### src/pkg/aod_pkg.sv
// shared constants and types of the arithmetic opcode decoder
package aod_pkg;
	localparam int AOD_CLK_W = 6;
	localparam int AOD_LEN_W = 3;
	localparam int AOD_W_BIT = 0;
	localparam int AOD_DS_BIT = 1;
	localparam int AOD_MOD_LSB = 6;
	localparam int AOD_REG_LSB = 3;
	localparam int AOD_RM_LSB = 0;

	typedef enum logic [2:0] {
		aod_st_opcode = 3'b000,
		aod_st_modrm = 3'b001,
		aod_st_disp_lo = 3'b011,
		aod_st_disp_hi = 3'b010,
		aod_st_imm_lo = 3'b110,
		aod_st_imm_hi = 3'b111,
		aod_st_finish = 3'b101,
		aod_st_emit = 3'b100
	} aod_state_t;

	typedef enum logic [3:0] {
		aod_op_other,
		aod_op_segment_override,
		aod_op_addition,
		aod_op_add_with_carry,
		aod_op_subtraction,
		aod_op_subtraction_with_borrow,
		aod_op_comparison,
		aod_op_twos_complement_negation,
		aod_op_increment_op,
		aod_op_decrement_op,
		aod_op_unsigned_multiply,
		aod_op_unpacked_bcd_adjust_after_addition,
		aod_op_packed_decimal_adjust_after_addition,
		aod_op_unpacked_bcd_adjust_after_subtraction,
		aod_op_packed_decimal_adjust_after_subtraction
	} aod_op_t;

	typedef enum logic [2:0] {
		aod_form_other, aod_form_prefix, aod_form_rm_reg, aod_form_rm_imm,
		aod_form_acc_imm, aod_form_rm_only, aod_form_short_reg, aod_form_single
	} aod_form_t;

	typedef enum logic [1:0] {aod_grp_none, aod_grp_imm, aod_grp_unary, aod_grp_step} aod_grp_t;
	typedef enum logic [2:0] {
		aod_seg_none, aod_seg_code, aod_seg_stack, aod_seg_data, aod_seg_extra
	} aod_seg_t;

	typedef struct packed {
		logic [AOD_CLK_W-1:0] lo;
		logic [AOD_CLK_W-1:0] hi;
	} aod_clk_t;

	// first-byte patterns, ? marks d, s, w or register bits
	localparam logic [7:0] AOD_PFX_CODE = 8'b0010_1110;
	localparam logic [7:0] AOD_PFX_STACK = 8'b0011_0110;
	localparam logic [7:0] AOD_PFX_DATA = 8'b0011_1110;
	localparam logic [7:0] AOD_PFX_EXTRA = 8'b0010_0110;
	localparam logic [7:0] AOD_OPC_ADD_RM = 8'b0000_00??;
	localparam logic [7:0] AOD_OPC_ADD_ACC = 8'b0000_010?;
	localparam logic [7:0] AOD_OPC_ADC_RM = 8'b0001_00??;
	localparam logic [7:0] AOD_OPC_ADC_ACC = 8'b0001_010?;
	localparam logic [7:0] AOD_OPC_SUB_RM = 8'b0010_10??;
	localparam logic [7:0] AOD_OPC_SUB_ACC = 8'b0010_110?;
	localparam logic [7:0] AOD_OPC_SWB_RM = 8'b0001_10??;
	localparam logic [7:0] AOD_OPC_SWB_ACC = 8'b0001_110?;
	localparam logic [7:0] AOD_OPC_CPR_RM = 8'b0011_10??;
	localparam logic [7:0] AOD_OPC_CPR_ACC = 8'b0011_110?;
	localparam logic [7:0] AOD_OPC_GRP_IMM = 8'b1000_00??;
	localparam logic [7:0] AOD_OPC_GRP_UNARY = 8'b1111_011?;
	localparam logic [7:0] AOD_OPC_GRP_STEP = 8'b1111_111?;
	localparam logic [7:0] AOD_OPC_INC_REG = 8'b0100_0???;
	localparam logic [7:0] AOD_OPC_DCR_REG = 8'b0100_1???;
	localparam logic [7:0] AOD_OPC_UBCD_ADD = 8'b0011_0111;
	localparam logic [7:0] AOD_OPC_PDEC_ADD = 8'b0010_0111;
	localparam logic [7:0] AOD_OPC_UBCD_SUB = 8'b0011_1111;
	localparam logic [7:0] AOD_OPC_PDEC_SUB = 8'b0010_1111;

	// reg field sub-opcodes
	localparam logic [2:0] AOD_SUB_ADD = 3'h0;
	localparam logic [2:0] AOD_SUB_ADC = 3'h2;
	localparam logic [2:0] AOD_SUB_SUB = 3'h5;
	localparam logic [2:0] AOD_SUB_SWB = 3'h3;
	localparam logic [2:0] AOD_SUB_CPR = 3'h7;
	localparam logic [2:0] AOD_SUB_NEGATE = 3'h3;
	localparam logic [2:0] AOD_SUB_MULTIPLY = 3'h4;
	localparam logic [2:0] AOD_SUB_INC = 3'h0;
	localparam logic [2:0] AOD_SUB_DCR = 3'h1;

	localparam logic [1:0] AOD_MOD_NODISP = 2'h0;
	localparam logic [1:0] AOD_MOD_DISP8 = 2'h1;
	localparam logic [1:0] AOD_MOD_DISP16 = 2'h2;
	localparam logic [1:0] AOD_MOD_REG = 2'h3;
	localparam logic [2:0] AOD_RM_DIRECT = 3'h6;

	// execution clocks
	localparam logic [AOD_CLK_W-1:0] AOD_CLK_SEG = 6'h02;
	localparam logic [AOD_CLK_W-1:0] AOD_CLK_ALU_REG = 6'h03;
	localparam logic [AOD_CLK_W-1:0] AOD_CLK_ALU_MEM = 6'h0A;
	localparam logic [AOD_CLK_W-1:0] AOD_CLK_IMM_REG = 6'h04;
	localparam logic [AOD_CLK_W-1:0] AOD_CLK_IMM_MEM = 6'h10;
	localparam logic [AOD_CLK_W-1:0] AOD_CLK_CPRI_REG = 6'h03;
	localparam logic [AOD_CLK_W-1:0] AOD_CLK_CPRI_MEM = 6'h0A;
	localparam logic [AOD_CLK_W-1:0] AOD_CLK_ACC_BYTE = 6'h03;
	localparam logic [AOD_CLK_W-1:0] AOD_CLK_ACC_WORD = 6'h04;
	localparam logic [AOD_CLK_W-1:0] AOD_CLK_NEG_REG = 6'h03;
	localparam logic [AOD_CLK_W-1:0] AOD_CLK_NEG_MEM = 6'h0A;
	localparam logic [AOD_CLK_W-1:0] AOD_CLK_STEP_REG = 6'h03;
	localparam logic [AOD_CLK_W-1:0] AOD_CLK_STEP_MEM = 6'h0F;
	localparam logic [AOD_CLK_W-1:0] AOD_CLK_UBCD_ADD = 6'h08;
	localparam logic [AOD_CLK_W-1:0] AOD_CLK_PDEC_ADD = 6'h04;
	localparam logic [AOD_CLK_W-1:0] AOD_CLK_UBCD_SUB = 6'h07;
	localparam logic [AOD_CLK_W-1:0] AOD_CLK_PDEC_SUB = 6'h04;
	localparam logic [AOD_CLK_W-1:0] AOD_CLK_MULT_RB_LO = 6'h1A;
	localparam logic [AOD_CLK_W-1:0] AOD_CLK_MULT_RB_HI = 6'h1C;
	localparam logic [AOD_CLK_W-1:0] AOD_CLK_MULT_RW_LO = 6'h23;
	localparam logic [AOD_CLK_W-1:0] AOD_CLK_MULT_RW_HI = 6'h25;
	localparam logic [AOD_CLK_W-1:0] AOD_CLK_MULT_MB_LO = 6'h20;
	localparam logic [AOD_CLK_W-1:0] AOD_CLK_MULT_MB_HI = 6'h22;
	localparam logic [AOD_CLK_W-1:0] AOD_CLK_MULT_MW_LO = 6'h29;
	localparam logic [AOD_CLK_W-1:0] AOD_CLK_MULT_MW_HI = 6'h2B;
	localparam logic [AOD_CLK_W-1:0] AOD_CLK_NARROW_EXTRA = 6'h04;
endpackage

### src/pkg/aod_class_if.sv
// carrier between the decoder and its first-byte classifier
`timescale 1ns/1ps
interface aod_class_if;
	import aod_pkg::*;
	logic [7:0] opcode;
	aod_form_t form;
	aod_op_t op;
	aod_grp_t grp;
	aod_seg_t seg;
	modport classifier(input opcode, output form, op, grp, seg);
	modport decoder(output opcode, input form, op, grp, seg);
endinterface

### src/aod_byte_class.sv
// first-byte classifier of the arithmetic opcode decoder
`timescale 1ns/1ps
module aod_byte_class (
	// classification carrier
	aod_class_if.classifier cls
);
	import aod_pkg::*;

	always_comb begin
		cls.form = aod_form_other;
		cls.op = aod_op_other;
		cls.grp = aod_grp_none;
		cls.seg = aod_seg_none;
		casez (cls.opcode)
			AOD_PFX_CODE, AOD_PFX_STACK, AOD_PFX_DATA, AOD_PFX_EXTRA: begin
				cls.form = aod_form_prefix;
				cls.op = aod_op_segment_override;
				if (cls.opcode == AOD_PFX_CODE) begin
					cls.seg = aod_seg_code;
				end else if (cls.opcode == AOD_PFX_STACK) begin
					cls.seg = aod_seg_stack;
				end else if (cls.opcode == AOD_PFX_DATA) begin
					cls.seg = aod_seg_data;
				end else begin
					cls.seg = aod_seg_extra;
				end
			end
			AOD_OPC_ADD_RM: begin
				cls.form = aod_form_rm_reg;
				cls.op = aod_op_addition;
			end
			AOD_OPC_ADD_ACC: begin
				cls.form = aod_form_acc_imm;
				cls.op = aod_op_addition;
			end
			AOD_OPC_ADC_RM: begin
				cls.form = aod_form_rm_reg;
				cls.op = aod_op_add_with_carry;
			end
			AOD_OPC_ADC_ACC: begin
				cls.form = aod_form_acc_imm;
				cls.op = aod_op_add_with_carry;
			end
			AOD_OPC_SUB_RM: begin
				cls.form = aod_form_rm_reg;
				cls.op = aod_op_subtraction;
			end
			AOD_OPC_SUB_ACC: begin
				cls.form = aod_form_acc_imm;
				cls.op = aod_op_subtraction;
			end
			AOD_OPC_SWB_RM: begin
				cls.form = aod_form_rm_reg;
				cls.op = aod_op_subtraction_with_borrow;
			end
			AOD_OPC_SWB_ACC: begin
				cls.form = aod_form_acc_imm;
				cls.op = aod_op_subtraction_with_borrow;
			end
			AOD_OPC_CPR_RM: begin
				cls.form = aod_form_rm_reg;
				cls.op = aod_op_comparison;
			end
			AOD_OPC_CPR_ACC: begin
				cls.form = aod_form_acc_imm;
				cls.op = aod_op_comparison;
			end
			AOD_OPC_GRP_IMM: begin
				cls.form = aod_form_rm_imm;
				cls.grp = aod_grp_imm;
			end
			AOD_OPC_GRP_UNARY: begin
				cls.form = aod_form_rm_only;
				cls.grp = aod_grp_unary;
			end
			AOD_OPC_GRP_STEP: begin
				cls.form = aod_form_rm_only;
				cls.grp = aod_grp_step;
			end
			AOD_OPC_INC_REG: begin
				cls.form = aod_form_short_reg;
				cls.op = aod_op_increment_op;
			end
			AOD_OPC_DCR_REG: begin
				cls.form = aod_form_short_reg;
				cls.op = aod_op_decrement_op;
			end
			AOD_OPC_UBCD_ADD: begin
				cls.form = aod_form_single;
				cls.op = aod_op_unpacked_bcd_adjust_after_addition;
			end
			AOD_OPC_PDEC_ADD: begin
				cls.form = aod_form_single;
				cls.op = aod_op_packed_decimal_adjust_after_addition;
			end
			AOD_OPC_UBCD_SUB: begin
				cls.form = aod_form_single;
				cls.op = aod_op_unpacked_bcd_adjust_after_subtraction;
			end
			AOD_OPC_PDEC_SUB: begin
				cls.form = aod_form_single;
				cls.op = aod_op_packed_decimal_adjust_after_subtraction;
			end
			default: cls.form = aod_form_other;
		endcase
	end
endmodule

### src/aod_decoder.sv
// arithmetic opcode decoder between prefetch queue and execution unit
`timescale 1ns/1ps
module aod_decoder (
	// clock and reset
	input wire logic mclk,
	input wire logic nrst,
	// bus variant
	input wire logic narrow_bus,
	// prefetch queue side
	input wire logic [7:0] q_byte,
	input wire logic q_valid,
	output logic q_ready,
	// execution unit side
	output logic dec_valid,
	input wire logic dec_ready,
	output aod_pkg::aod_op_t dec_op,
	output aod_pkg::aod_form_t dec_form,
	output aod_pkg::aod_seg_t dec_seg,
	output logic dec_w,
	output logic dec_d,
	output logic dec_s,
	output logic [1:0] dec_mod,
	output logic [2:0] dec_reg,
	output logic [2:0] dec_rm,
	output logic dec_mem,
	output logic [15:0] dec_disp,
	output logic [15:0] dec_imm,
	output logic [aod_pkg::AOD_LEN_W-1:0] dec_len,
	output logic [aod_pkg::AOD_CLK_W-1:0] dec_clk_min,
	output logic [aod_pkg::AOD_CLK_W-1:0] dec_clk_max,
	output logic dec_unsupported
);
	import aod_pkg::*;

	aod_class_if cls ();
	aod_state_t state;
	aod_state_t next_state;
	aod_grp_t grp_r;
	aod_seg_t seg_hold;
	aod_clk_t next_clk;
	logic take;
	logic disp_two;
	logic imm_two;
	logic has_imm;
	logic [1:0] in_mod;
	logic [2:0] in_reg;
	logic [2:0] in_rm;
	logic in_disp;

	aod_byte_class u_class (
		.cls(cls)
	);

	assign cls.opcode = q_byte;
	assign in_mod = q_byte[AOD_MOD_LSB +: 2];
	assign in_reg = q_byte[AOD_REG_LSB +: 3];
	assign in_rm = q_byte[AOD_RM_LSB +: 3];
	// stalls while a finished descriptor waits for the execution unit
	assign q_ready = (state != aod_st_finish) && (state != aod_st_emit);
	assign dec_valid = (state == aod_st_emit);
	assign take = q_valid && q_ready;
	assign has_imm = (dec_form == aod_form_rm_imm) || (dec_form == aod_form_acc_imm);
	// accumulator forms take the high byte for any word; group forms only for s w 01
	assign imm_two = (dec_form == aod_form_acc_imm) ? dec_w : (!dec_s && dec_w);
	assign in_disp = (in_mod == AOD_MOD_DISP8) || (in_mod == AOD_MOD_DISP16) ||
		((in_mod == AOD_MOD_NODISP) && (in_rm == AOD_RM_DIRECT));

	function automatic aod_op_t group_op(input aod_grp_t g, input logic [2:0] r, input aod_op_t base);
		aod_op_t o;
		o = base;
		case (g)
			aod_grp_imm: begin
				case (r)
					AOD_SUB_ADD: o = aod_op_addition;
					AOD_SUB_ADC: o = aod_op_add_with_carry;
					AOD_SUB_SUB: o = aod_op_subtraction;
					AOD_SUB_SWB: o = aod_op_subtraction_with_borrow;
					AOD_SUB_CPR: o = aod_op_comparison;
					default: o = aod_op_other;
				endcase
			end
			aod_grp_unary: begin
				case (r)
					AOD_SUB_NEGATE: o = aod_op_twos_complement_negation;
					AOD_SUB_MULTIPLY: o = aod_op_unsigned_multiply;
					default: o = aod_op_other;
				endcase
			end
			aod_grp_step: begin
				case (r)
					AOD_SUB_INC: o = aod_op_increment_op;
					AOD_SUB_DCR: o = aod_op_decrement_op;
					default: o = aod_op_other;
				endcase
			end
			default: o = base;
		endcase
		return o;
	endfunction

	function automatic aod_clk_t cycle_count(input aod_op_t op, input aod_form_t form,
		input logic w, input logic mem, input logic narrow);
		aod_clk_t c;
		logic starred;
		c.lo = '0;
		c.hi = '0;
		starred = 1'b0;
		case (form)
			aod_form_prefix: begin
				c.lo = AOD_CLK_SEG;
				c.hi = AOD_CLK_SEG;
			end
			aod_form_rm_reg: begin
				c.lo = mem ? AOD_CLK_ALU_MEM : AOD_CLK_ALU_REG;
				c.hi = c.lo;
				starred = 1'b1;
			end
			aod_form_rm_imm: begin
				if (op == aod_op_comparison) begin
					c.lo = mem ? AOD_CLK_CPRI_MEM : AOD_CLK_CPRI_REG;
				end else begin
					c.lo = mem ? AOD_CLK_IMM_MEM : AOD_CLK_IMM_REG;
				end
				c.hi = c.lo;
				starred = 1'b1;
			end
			aod_form_acc_imm: begin
				c.lo = w ? AOD_CLK_ACC_WORD : AOD_CLK_ACC_BYTE;
				c.hi = c.lo;
			end
			aod_form_short_reg: begin
				c.lo = AOD_CLK_STEP_REG;
				c.hi = c.lo;
			end
			aod_form_single: begin
				case (op)
					aod_op_unpacked_bcd_adjust_after_addition: c.lo = AOD_CLK_UBCD_ADD;
					aod_op_packed_decimal_adjust_after_addition: c.lo = AOD_CLK_PDEC_ADD;
					aod_op_unpacked_bcd_adjust_after_subtraction: c.lo = AOD_CLK_UBCD_SUB;
					aod_op_packed_decimal_adjust_after_subtraction: c.lo = AOD_CLK_PDEC_SUB;
					default: c.lo = '0;
				endcase
				c.hi = c.lo;
			end
			aod_form_rm_only: begin
				case (op)
					aod_op_twos_complement_negation: begin
						c.lo = mem ? AOD_CLK_NEG_MEM : AOD_CLK_NEG_REG;
						c.hi = c.lo;
						starred = 1'b1;
					end
					aod_op_increment_op, aod_op_decrement_op: begin
						c.lo = mem ? AOD_CLK_STEP_MEM : AOD_CLK_STEP_REG;
						c.hi = c.lo;
						starred = 1'b1;
					end
					aod_op_unsigned_multiply: begin
						// word memory figure is already a word count, no narrow penalty
						case ({mem, w})
							2'h0: c = '{lo: AOD_CLK_MULT_RB_LO, hi: AOD_CLK_MULT_RB_HI};
							2'h1: c = '{lo: AOD_CLK_MULT_RW_LO, hi: AOD_CLK_MULT_RW_HI};
							2'h2: c = '{lo: AOD_CLK_MULT_MB_LO, hi: AOD_CLK_MULT_MB_HI};
							default: c = '{lo: AOD_CLK_MULT_MW_LO, hi: AOD_CLK_MULT_MW_HI};
						endcase
					end
					default: c = '0;
				endcase
			end
			default: c = '0;
		endcase
		if (starred && mem && w && narrow) begin
			c.lo = c.lo + AOD_CLK_NARROW_EXTRA;
			c.hi = c.hi + AOD_CLK_NARROW_EXTRA;
		end
		return c;
	endfunction

	assign next_clk = cycle_count(dec_op, dec_form, dec_w, dec_mem, narrow_bus);

	always_comb begin
		next_state = state;
		case (state)
			aod_st_opcode: begin
				if (take) begin
					case (cls.form)
						aod_form_rm_reg, aod_form_rm_imm, aod_form_rm_only: next_state = aod_st_modrm;
						aod_form_acc_imm: next_state = aod_st_imm_lo;
						default: next_state = aod_st_finish;
					endcase
				end
			end
			aod_st_modrm: begin
				if (take) begin
					if (in_disp) begin
						next_state = aod_st_disp_lo;
					end else if (has_imm) begin
						next_state = aod_st_imm_lo;
					end else begin
						next_state = aod_st_finish;
					end
				end
			end
			aod_st_disp_lo: begin
				if (take) begin
					if (disp_two) begin
						next_state = aod_st_disp_hi;
					end else if (has_imm) begin
						next_state = aod_st_imm_lo;
					end else begin
						next_state = aod_st_finish;
					end
				end
			end
			aod_st_disp_hi: begin
				if (take) begin
					next_state = has_imm ? aod_st_imm_lo : aod_st_finish;
				end
			end
			aod_st_imm_lo: begin
				if (take) begin
					next_state = imm_two ? aod_st_imm_hi : aod_st_finish;
				end
			end
			aod_st_imm_hi: begin
				if (take) begin
					next_state = aod_st_finish;
				end
			end
			aod_st_finish: next_state = aod_st_emit;
			aod_st_emit: begin
				if (dec_ready) begin
					next_state = aod_st_opcode;
				end
			end
			default: next_state = aod_st_opcode;
		endcase
	end

	always_ff @(posedge mclk or negedge nrst) begin
		if (!nrst) begin
			state <= aod_st_opcode;
		end else begin
			state <= next_state;
		end
	end

	// first byte and mod r/m fields
	always_ff @(posedge mclk or negedge nrst) begin
		if (!nrst) begin
			dec_op <= aod_op_other;
			dec_form <= aod_form_other;
			grp_r <= aod_grp_none;
			dec_w <= 1'b0;
			dec_d <= 1'b0;
			dec_s <= 1'b0;
			dec_mod <= 2'h0;
			dec_reg <= 3'h0;
			dec_rm <= 3'h0;
			dec_mem <= 1'b0;
			disp_two <= 1'b0;
		end else if (take && (state == aod_st_opcode)) begin
			dec_op <= cls.op;
			dec_form <= cls.form;
			grp_r <= cls.grp;
			// short register forms always act on a word register
			if (cls.form == aod_form_short_reg) begin
				dec_w <= 1'b1;
			end else if (cls.form == aod_form_single || cls.form == aod_form_prefix) begin
				dec_w <= 1'b0;
			end else begin
				dec_w <= q_byte[AOD_W_BIT];
			end
			dec_d <= (cls.form == aod_form_rm_reg) && q_byte[AOD_DS_BIT];
			dec_s <= (cls.form == aod_form_rm_imm) && q_byte[AOD_DS_BIT];
			dec_mod <= AOD_MOD_REG;
			dec_reg <= (cls.form == aod_form_short_reg) ? q_byte[2:0] : 3'h0;
			dec_rm <= 3'h0;
			dec_mem <= 1'b0;
			disp_two <= 1'b0;
		end else if (take && (state == aod_st_modrm)) begin
			dec_op <= group_op(grp_r, in_reg, dec_op);
			dec_mod <= in_mod;
			dec_reg <= in_reg;
			dec_rm <= in_rm;
			dec_mem <= (in_mod != AOD_MOD_REG);
			disp_two <= (in_mod != AOD_MOD_DISP8);
		end
	end

	// displacement and immediate bytes, low byte first
	always_ff @(posedge mclk or negedge nrst) begin
		if (!nrst) begin
			dec_disp <= 16'h0000;
			dec_imm <= 16'h0000;
		end else if (take) begin
			case (state)
				aod_st_opcode: begin
					dec_disp <= 16'h0000;
					dec_imm <= 16'h0000;
				end
				aod_st_disp_lo: dec_disp <= {{8{q_byte[7]}}, q_byte};
				aod_st_disp_hi: dec_disp[15:8] <= q_byte;
				aod_st_imm_lo: begin
					if (dec_w && dec_s && (dec_form == aod_form_rm_imm)) begin
						dec_imm <= {{8{q_byte[7]}}, q_byte};
					end else begin
						dec_imm <= {8'h00, q_byte};
					end
				end
				aod_st_imm_hi: dec_imm[15:8] <= q_byte;
				default: dec_imm <= dec_imm;
			endcase
		end
	end

	always_ff @(posedge mclk or negedge nrst) begin
		if (!nrst) begin
			dec_len <= '0;
		end else if (take) begin
			dec_len <= (state == aod_st_opcode) ? 3'h1 : dec_len + 3'h1;
		end
	end

	// a prefix stays attached until the instruction it qualifies has left
	always_ff @(posedge mclk or negedge nrst) begin
		if (!nrst) begin
			seg_hold <= aod_seg_none;
		end else if (take && (state == aod_st_opcode) && (cls.form == aod_form_prefix)) begin
			seg_hold <= cls.seg;
		end else if (dec_valid && dec_ready && (dec_form != aod_form_prefix)) begin
			seg_hold <= aod_seg_none;
		end
	end

	// bus width is sampled once per instruction, at the finish step
	always_ff @(posedge mclk or negedge nrst) begin
		if (!nrst) begin
			dec_clk_min <= '0;
			dec_clk_max <= '0;
			dec_seg <= aod_seg_none;
			dec_unsupported <= 1'b0;
		end else if (state == aod_st_finish) begin
			dec_clk_min <= next_clk.lo;
			dec_clk_max <= next_clk.hi;
			dec_seg <= seg_hold;
			dec_unsupported <= (dec_op == aod_op_other);
		end
	end
endmodule

### config.mk
export PLATFORM = sky130hd
export DESIGN_NAME = aod_decoder
export DESIGN_NICKNAME = d
export VERILOG_FILES = /design/src/pkg/aod_pkg.sv /design/src/pkg/aod_class_if.sv /design/src/aod_byte_class.sv /design/src/aod_decoder.sv
export SDC_FILE = /design/constraint.sdc
export NUM_CORES = 1
export LEC_CHECK = 0
export BUFFER_PORTS_ARGS = -buffer_cell sky130_fd_sc_hd__buf_2
export CORE_MARGIN = 5
export CORE_UTILIZATION = 58
export CTS_BUF_LIST = sky130_fd_sc_hd__clkbuf_2 sky130_fd_sc_hd__clkbuf_4 sky130_fd_sc_hd__clkbuf_8
export CTS_CLUSTER_DIAMETER = 100
export DETAILED_ROUTE_END_ITERATION = 10
export GPL_TIMING_DRIVEN = 0
export PLACE_DENSITY_LB_ADDON = 0.25
export REMOVE_ABC_BUFFERS = 1
export SETUP_SLACK_MARGIN = 0.05
export SYNTH_ARGS = -nofsm -noshare
export SYNTH_HDL_FRONTEND = slang
export SYNTH_SLANG_ARGS = --single-unit
### constraint.sdc
create_clock -name mclk -period 2.49 [get_ports mclk]
set_input_delay 0.3735 -clock mclk [delete_from_list [all_inputs] [get_ports mclk]]
set_output_delay 0.3735 -clock mclk [all_outputs]
set_load 0.1 [all_outputs]
== Yosys cells after proc, flatten, opt, wreduce, memory -nomap -nowiden ==
Cells that the tools add are included.
Operators by class
  $add $sub $neg: 3
  multiply operators: 0
  div/mod/pow operators: 0
  magnitude comparators: 0
  equal/unequal tests: 78
  shift operators: 0
  mux-type cells: 60
  bitwise gates (word level): 0
  reductions and logical operators: 56
Operators by type and width (count)
  case mux 12 bit (7 select lines): 1
  case mux 12 bit (3 select lines): 2
  2-to-1 mux 3 bit: 22
  == test 8 x 6 -> 1 bit (second input constant): 8
  == test 3 bit (second input constant): 16
  case mux 4 bit (12 select lines): 1
  case mux 8 bit (3 select lines): 2
  case mux 8 bit (2 select lines): 2
  == test 4 bit (second input constant): 7
  == test 3 x 2 -> 1 bit (second input constant): 8
  case mux 3 bit (8 select lines): 1
  case mux 4 bit (3 select lines): 2
  case mux 3 bit (7 select lines): 1
  OR reduction 2 bit: 10
  logical AND 1 bit: 16
  2-to-1 mux 16 bit: 1
  2-to-1 mux 4 bit: 4
  case mux 4 bit (2 select lines): 2
  case mux 3 bit (5 select lines): 1
  == test 7 x 4 -> 1 bit (second input constant): 2
  == test 7 x 5 -> 1 bit (second input constant): 2
  == test 7 bit (second input constant): 2
  != test 2 bit (second input constant): 7
  adder 6 x 3 -> 6 bit (second input constant): 2
  34 further kinds: 75
Storage, ports and cells
  bits in registers: 79
  bits in latches: 0
  bits in writable memories: 0
  ROM bits: 0
  input port bits: 13
  output and inout port bits: 72
  memories: 0

== Depth between registers and ports, before layout ==
  depth after elaboration: 8
  depth in mapped cells: 10
  depth with buffers taken out: 10

== Modules after synthesis ==
A second synthesis with hierarchy kept.
Unflattened totals
  cells, all modules: 514
  area total of the unflattened synthesis: 4515.6 um^2
Modules (own cells, without submodules)
  aod_decoder: times used 1, cells an instance 467, area an instance 4211.5 um^2
  aod_byte_class: times used 1, cells an instance 47, area an instance 304.0 um^2

== Worst setup path after synthesis ==
OpenSTA, ideal clock, no wires.
  path type: reg2reg
  from: reg state[1]
  to: reg seg_hold[0]
  setup time: 133 ps
  data arrival time: 3309 ps
  required time: 2357 ps
  setup slack: -952 ps
  cell stages (with the launch flop): 7
  path buffers: 1
  period minus slack after synthesis: 3442 ps
  path through: dfrtp_1 -> nand2b_1 -> clkbuf_1 -> nor2_1 -> o311ai_0 -> nand2_1 -> mux2i_1
On the way
  cells in the longest elaborated chain, start to end: 6
  elaborated cells on any way between the ends: 12
Ends and longest elaborated chain
  start: declaration: line aod_decoder.sv:36  | aod_state_t state;
  start signal: assignment: line aod_decoder.sv:241  | state <= aod_st_opcode;
  start signal: assignment: line aod_decoder.sv:243  | state <= next_state;
  != test 3 bit: line aod_decoder.sv:59  | assign q_ready = (state != aod_st_finish) && (state != aod_st_emit);
  logical AND 1 bit (*): line aod_decoder.sv:59
  via q_ready: line aod_decoder.sv:12  | output logic q_ready,
  logical AND 1 bit (*): line aod_decoder.sv:61  | assign take = q_valid && q_ready;
  logical AND 1 bit (*) (2 in series): line aod_decoder.sv:328  | end else if (take && (state == aod_st_opcode) && (cls.form == aod_form_prefix)) begin
  2-to-1 mux 3 bit or nonzero test 2 bit (tied branches)
  end signal: assignment: line aod_decoder.sv:327  | seg_hold <= aod_seg_none;
  end signal: assignment: line aod_decoder.sv:329  | seg_hold <= cls.seg;
  end signal: assignment: line aod_decoder.sv:331  | seg_hold <= aod_seg_none;
  end: declaration: line aod_decoder.sv:39  | aod_seg_t seg_hold;
Mark *: on every way through the listed nets, which the timed path passes. The rest lies on a longest branch.
A chain may end at the register's enable or synchronous reset.

== Worst setup path after layout ==
  from: reg state[1]
  to: reg dec_imm[1]
On the way
  cells in the longest elaborated chain, start to end: 4
  elaborated cells on any way between the ends: 9
Ends and longest elaborated chain
  != test 3 bit: line aod_decoder.sv:59
  logical AND 1 bit: line aod_decoder.sv:59
  logical AND 1 bit: line aod_decoder.sv:61
  AND reduction 2 bit (no line)
  end signal: assignment: line aod_decoder.sv:305  | dec_imm <= {{8{q_byte[7]}}, q_byte};
  end signal: assignment: line aod_decoder.sv:307  | dec_imm <= {8'h00, q_byte};
  end signal: assignment: line aod_decoder.sv:311  | default: dec_imm <= dec_imm;
  end: declaration: line aod_decoder.sv:27  | output logic [15:0] dec_imm,
Parallel ways exist; a longest one is shown, timed or not.

==> impl_metrics.tcl <==
set metrics [dict create \
    fin_crit_ns 2.33 \
    nNetsFinal 592 \
    fill_cells 645 \
    htreeDepth 3 \
    post-route-drc-count 0 \
    tns_ns 0 \
    clkTransAtPathRegs_ns 0.08 \
    diodes 0 \
    placed_area_um2 4920 \
    worstPathMaxFanout 14 \
    synth_area_leaders "dfrtp_1 (43%), nand2_1 (6.1%), ha_1 (3.9%)" \
    gp_congestion 0.951 \
    wl_per_cell_um 17.8 \
    grt_max_degree 62 \
    vias 4135 \
    hpwl_um 8340 \
    drt_iter0_markers 380 \
    async_flop_share 1.00 \
    netlist_area_um2 4490 \
    cts-root-buf "clkbuf_8" \
    synth-edff-count 0 \
    cp_data_required_time_ns 2.72 \
    synth_top_area_frac 0.435 \
    critPathLaunchType "register" \
    synth_cell_types 69 \
    cts_setup_buffers 0 \
    synth_flop_cell "dfrtp_1" \
    numCtsBuffers 9 \
    biggestRegsByFlops "dec_disp x16, dec_imm x16, dec_clk_min x6" \
    synth_area_leader_cell "dfrtp_1" \
    criticalPathCategory "reg -> reg" \
    via_per_inst 6.15 \
    rsz0062_at_grt "no" \
    portBuffers 84 \
    totalWireLength_um 12000 \
    status "finished clean" \
    final_antenna_net_count 0 \
    synthToLayoutAreaGrowth_pct 14.7 \
    fin_hold_ws_ns 0.392 \
    die_y_um 98.0 \
    critical_path.max_stage_delay_ns 0.66 \
    grt_pass1_wl_um 19800 \
    tightest_slew_ns 0.773 \
    synth.avg_cell_area_um2 8.95 \
    hold_viol_final 0 \
    hp-class "in -> reg" \
    arrival_ns 2.56 \
    track_usage 0.252 \
    coreArea_um2 7650 \
    fin_crit_sh 0.935 \
    drtPass1Iterations 5 \
    path_cells "inv_1 > nor3_2 > nor2_1 > a22o_1" \
    num_rows 32 \
    ys_warn_count 0 \
    drv_slew 0 \
    synthCells 502 \
    fp.dieW_um 98.0 \
    die-area_um2 9600 \
    max_freq_mhz 430 \
    maxCapViolCount 0 \
    cts_tree "built" \
    insertion_delay_ns 0.35 \
    grt_overflow 0 \
    slew-limit-headroom 0.478 \
    drive_gt1_frac 0.228 \
    ioPinCount 85 \
    clock_path_buffers 2 \
    skew_ns 0.0120 \
    seq_area_frac_synth 0.435 \
    ys_ff_latch 78 \
    end_kind "register" \
    initial_core_util 0.587 \
    clock_sinks 78 \
    grt_antenna_before_repair 0 \
    design_area_um2 5150 \
    grt_pass1_vias 3969 \
    cpMaxStageDelayCell "dfrtp_1" \
    setup_viol 0 \
]
[cell families (layout without fill, tap and decap cells)]
family                   count (synthesis)  in the layout  synth area share
AND/OR/NAND/NOR                        189            189             0.212
XOR/XNOR                                 4              4           0.00780
flip-flops                              78             78             0.435
buffers and inverters                   50            118            0.0474
adder cells (fa/ha/maj)                 14             14            0.0390
multiplexers                             9              9            0.0212
AO/OA/AOI/OAI                          158            158             0.238
[critical path, delay by kind of cell (launching register included)]
kind                   cells  cell delay (ns)
flip-flops                 1             0.66
AO/OA/AOI/OAI              1             0.25
buffers and inverters      1             0.38
AND/OR/NAND/NOR            2             0.90
[cell usage after synthesis, types with 3 or more instances]
cell and instances:
nor2b_1 4, a31oi_1 5, a211oi_1 4, a22o_1 11, ha_1 14, o221ai_1 3, a21o_1 11, mux2i_1 5
buf_2 5, dfrtp_1 78, nor3_2 3, clkbuf_1 22, o21ai_0 29, o21ai_1 10, and3_1 3, inv_1 14
nor2_1 39, a22oi_1 8, o31a_1 4, buf_1 4, o21a_1 3, a21oi_1 30, or3_1 3, o31ai_1 13
or2_2 4, xor2_1 4, nand4_1 3, nand2b_1 13, mux2_2 4, nand3_1 17, nand2_1 73, nor3_1 6
o211a_1 3
[worst paths after layout]
kind	from	end	slack (ns)	depth (start not counted)
min in group asynchronous	nrst	dec_unsupported$_DFFE_PN0P_	0.44	2
max reg2reg	state[1]$_DFFE_PN0P_	dec_imm[1]$_DFFE_PN0P_	0.16	4
min reg2reg	dec_rm[2]$_DFFE_PN0P_	dec_rm[2]$_DFFE_PN0P_	0.48	2
max in group asynchronous	nrst	dec_imm[7]$_DFFE_PN0P_	1.46	3
max	state[1]$_DFFE_PN0P_	dec_imm[1]$_DFFE_PN0P_	0.16	4
min	q_valid	dec_len[0]$_DFFE_PN0P_	0.39	3
[final cells by class]
| cell class | count | area (µm²) | area share |
|---|---|---|---|
| Multi-Input combinational cell | 374 | 2350 | 0.456 |
| Sequential cell | 78 | 1960 | 0.380 |
| Timing Repair Buffer | 86 | 460 | 0.0894 |
| Clock buffer | 11 | 139 | 0.0270 |
| Tap cell | 102 | 128 | 0.0248 |
| Inverter | 16 | 61.3 | 0.0119 |
| Clock inverter | 5 | 60.1 | 0.0117 |
[placed cells by master (no fill, tap or decap), drive strengths merged, types with 10 or more instances in the layout]
cell type	n
o21ai	41
ha	14
buf	85
o31ai	13
nand2b	13
clkbuf	11
inv	15
a22o	11
nand3	17
a21o	11
nor2	39
nor3	10
nand2	73
a21oi	31
dfrtp	78
[timing repair]
item / in CTS / in global routing
cloned: 0 / 0
resized for setup: 3 / 7
setup endpoints to repair: 21 / 14
hold buffers: 1 / 0
endpoints found under the hold margin: 17 / 0
[per-stage QoR]
stage / utilization / std cells / setup WS, ns
floorplan: - / 468 / -1.19
global placement: 0.639 / 654 / -0.0549
detailed placement: 0.643 / 655 / -0.0789
CTS: 0.672 / 672 / 0.0803
global route: 0.674 / 672 / 0.0530
finish: 0.674 / 672 / 0.163
[routing by layer]
layer  wire length, µm  global-route usage  vias up
met4               248               0.102        0
met5                 0                   0        -
met1              5090               0.335     1986
met3              1040              0.0529       26
met2              5620               0.402      195
li1                  -                   -     1928
Power is not shown: default switching activity piles up to over one toggle a cycle in this logic, so the estimate is an artifact.
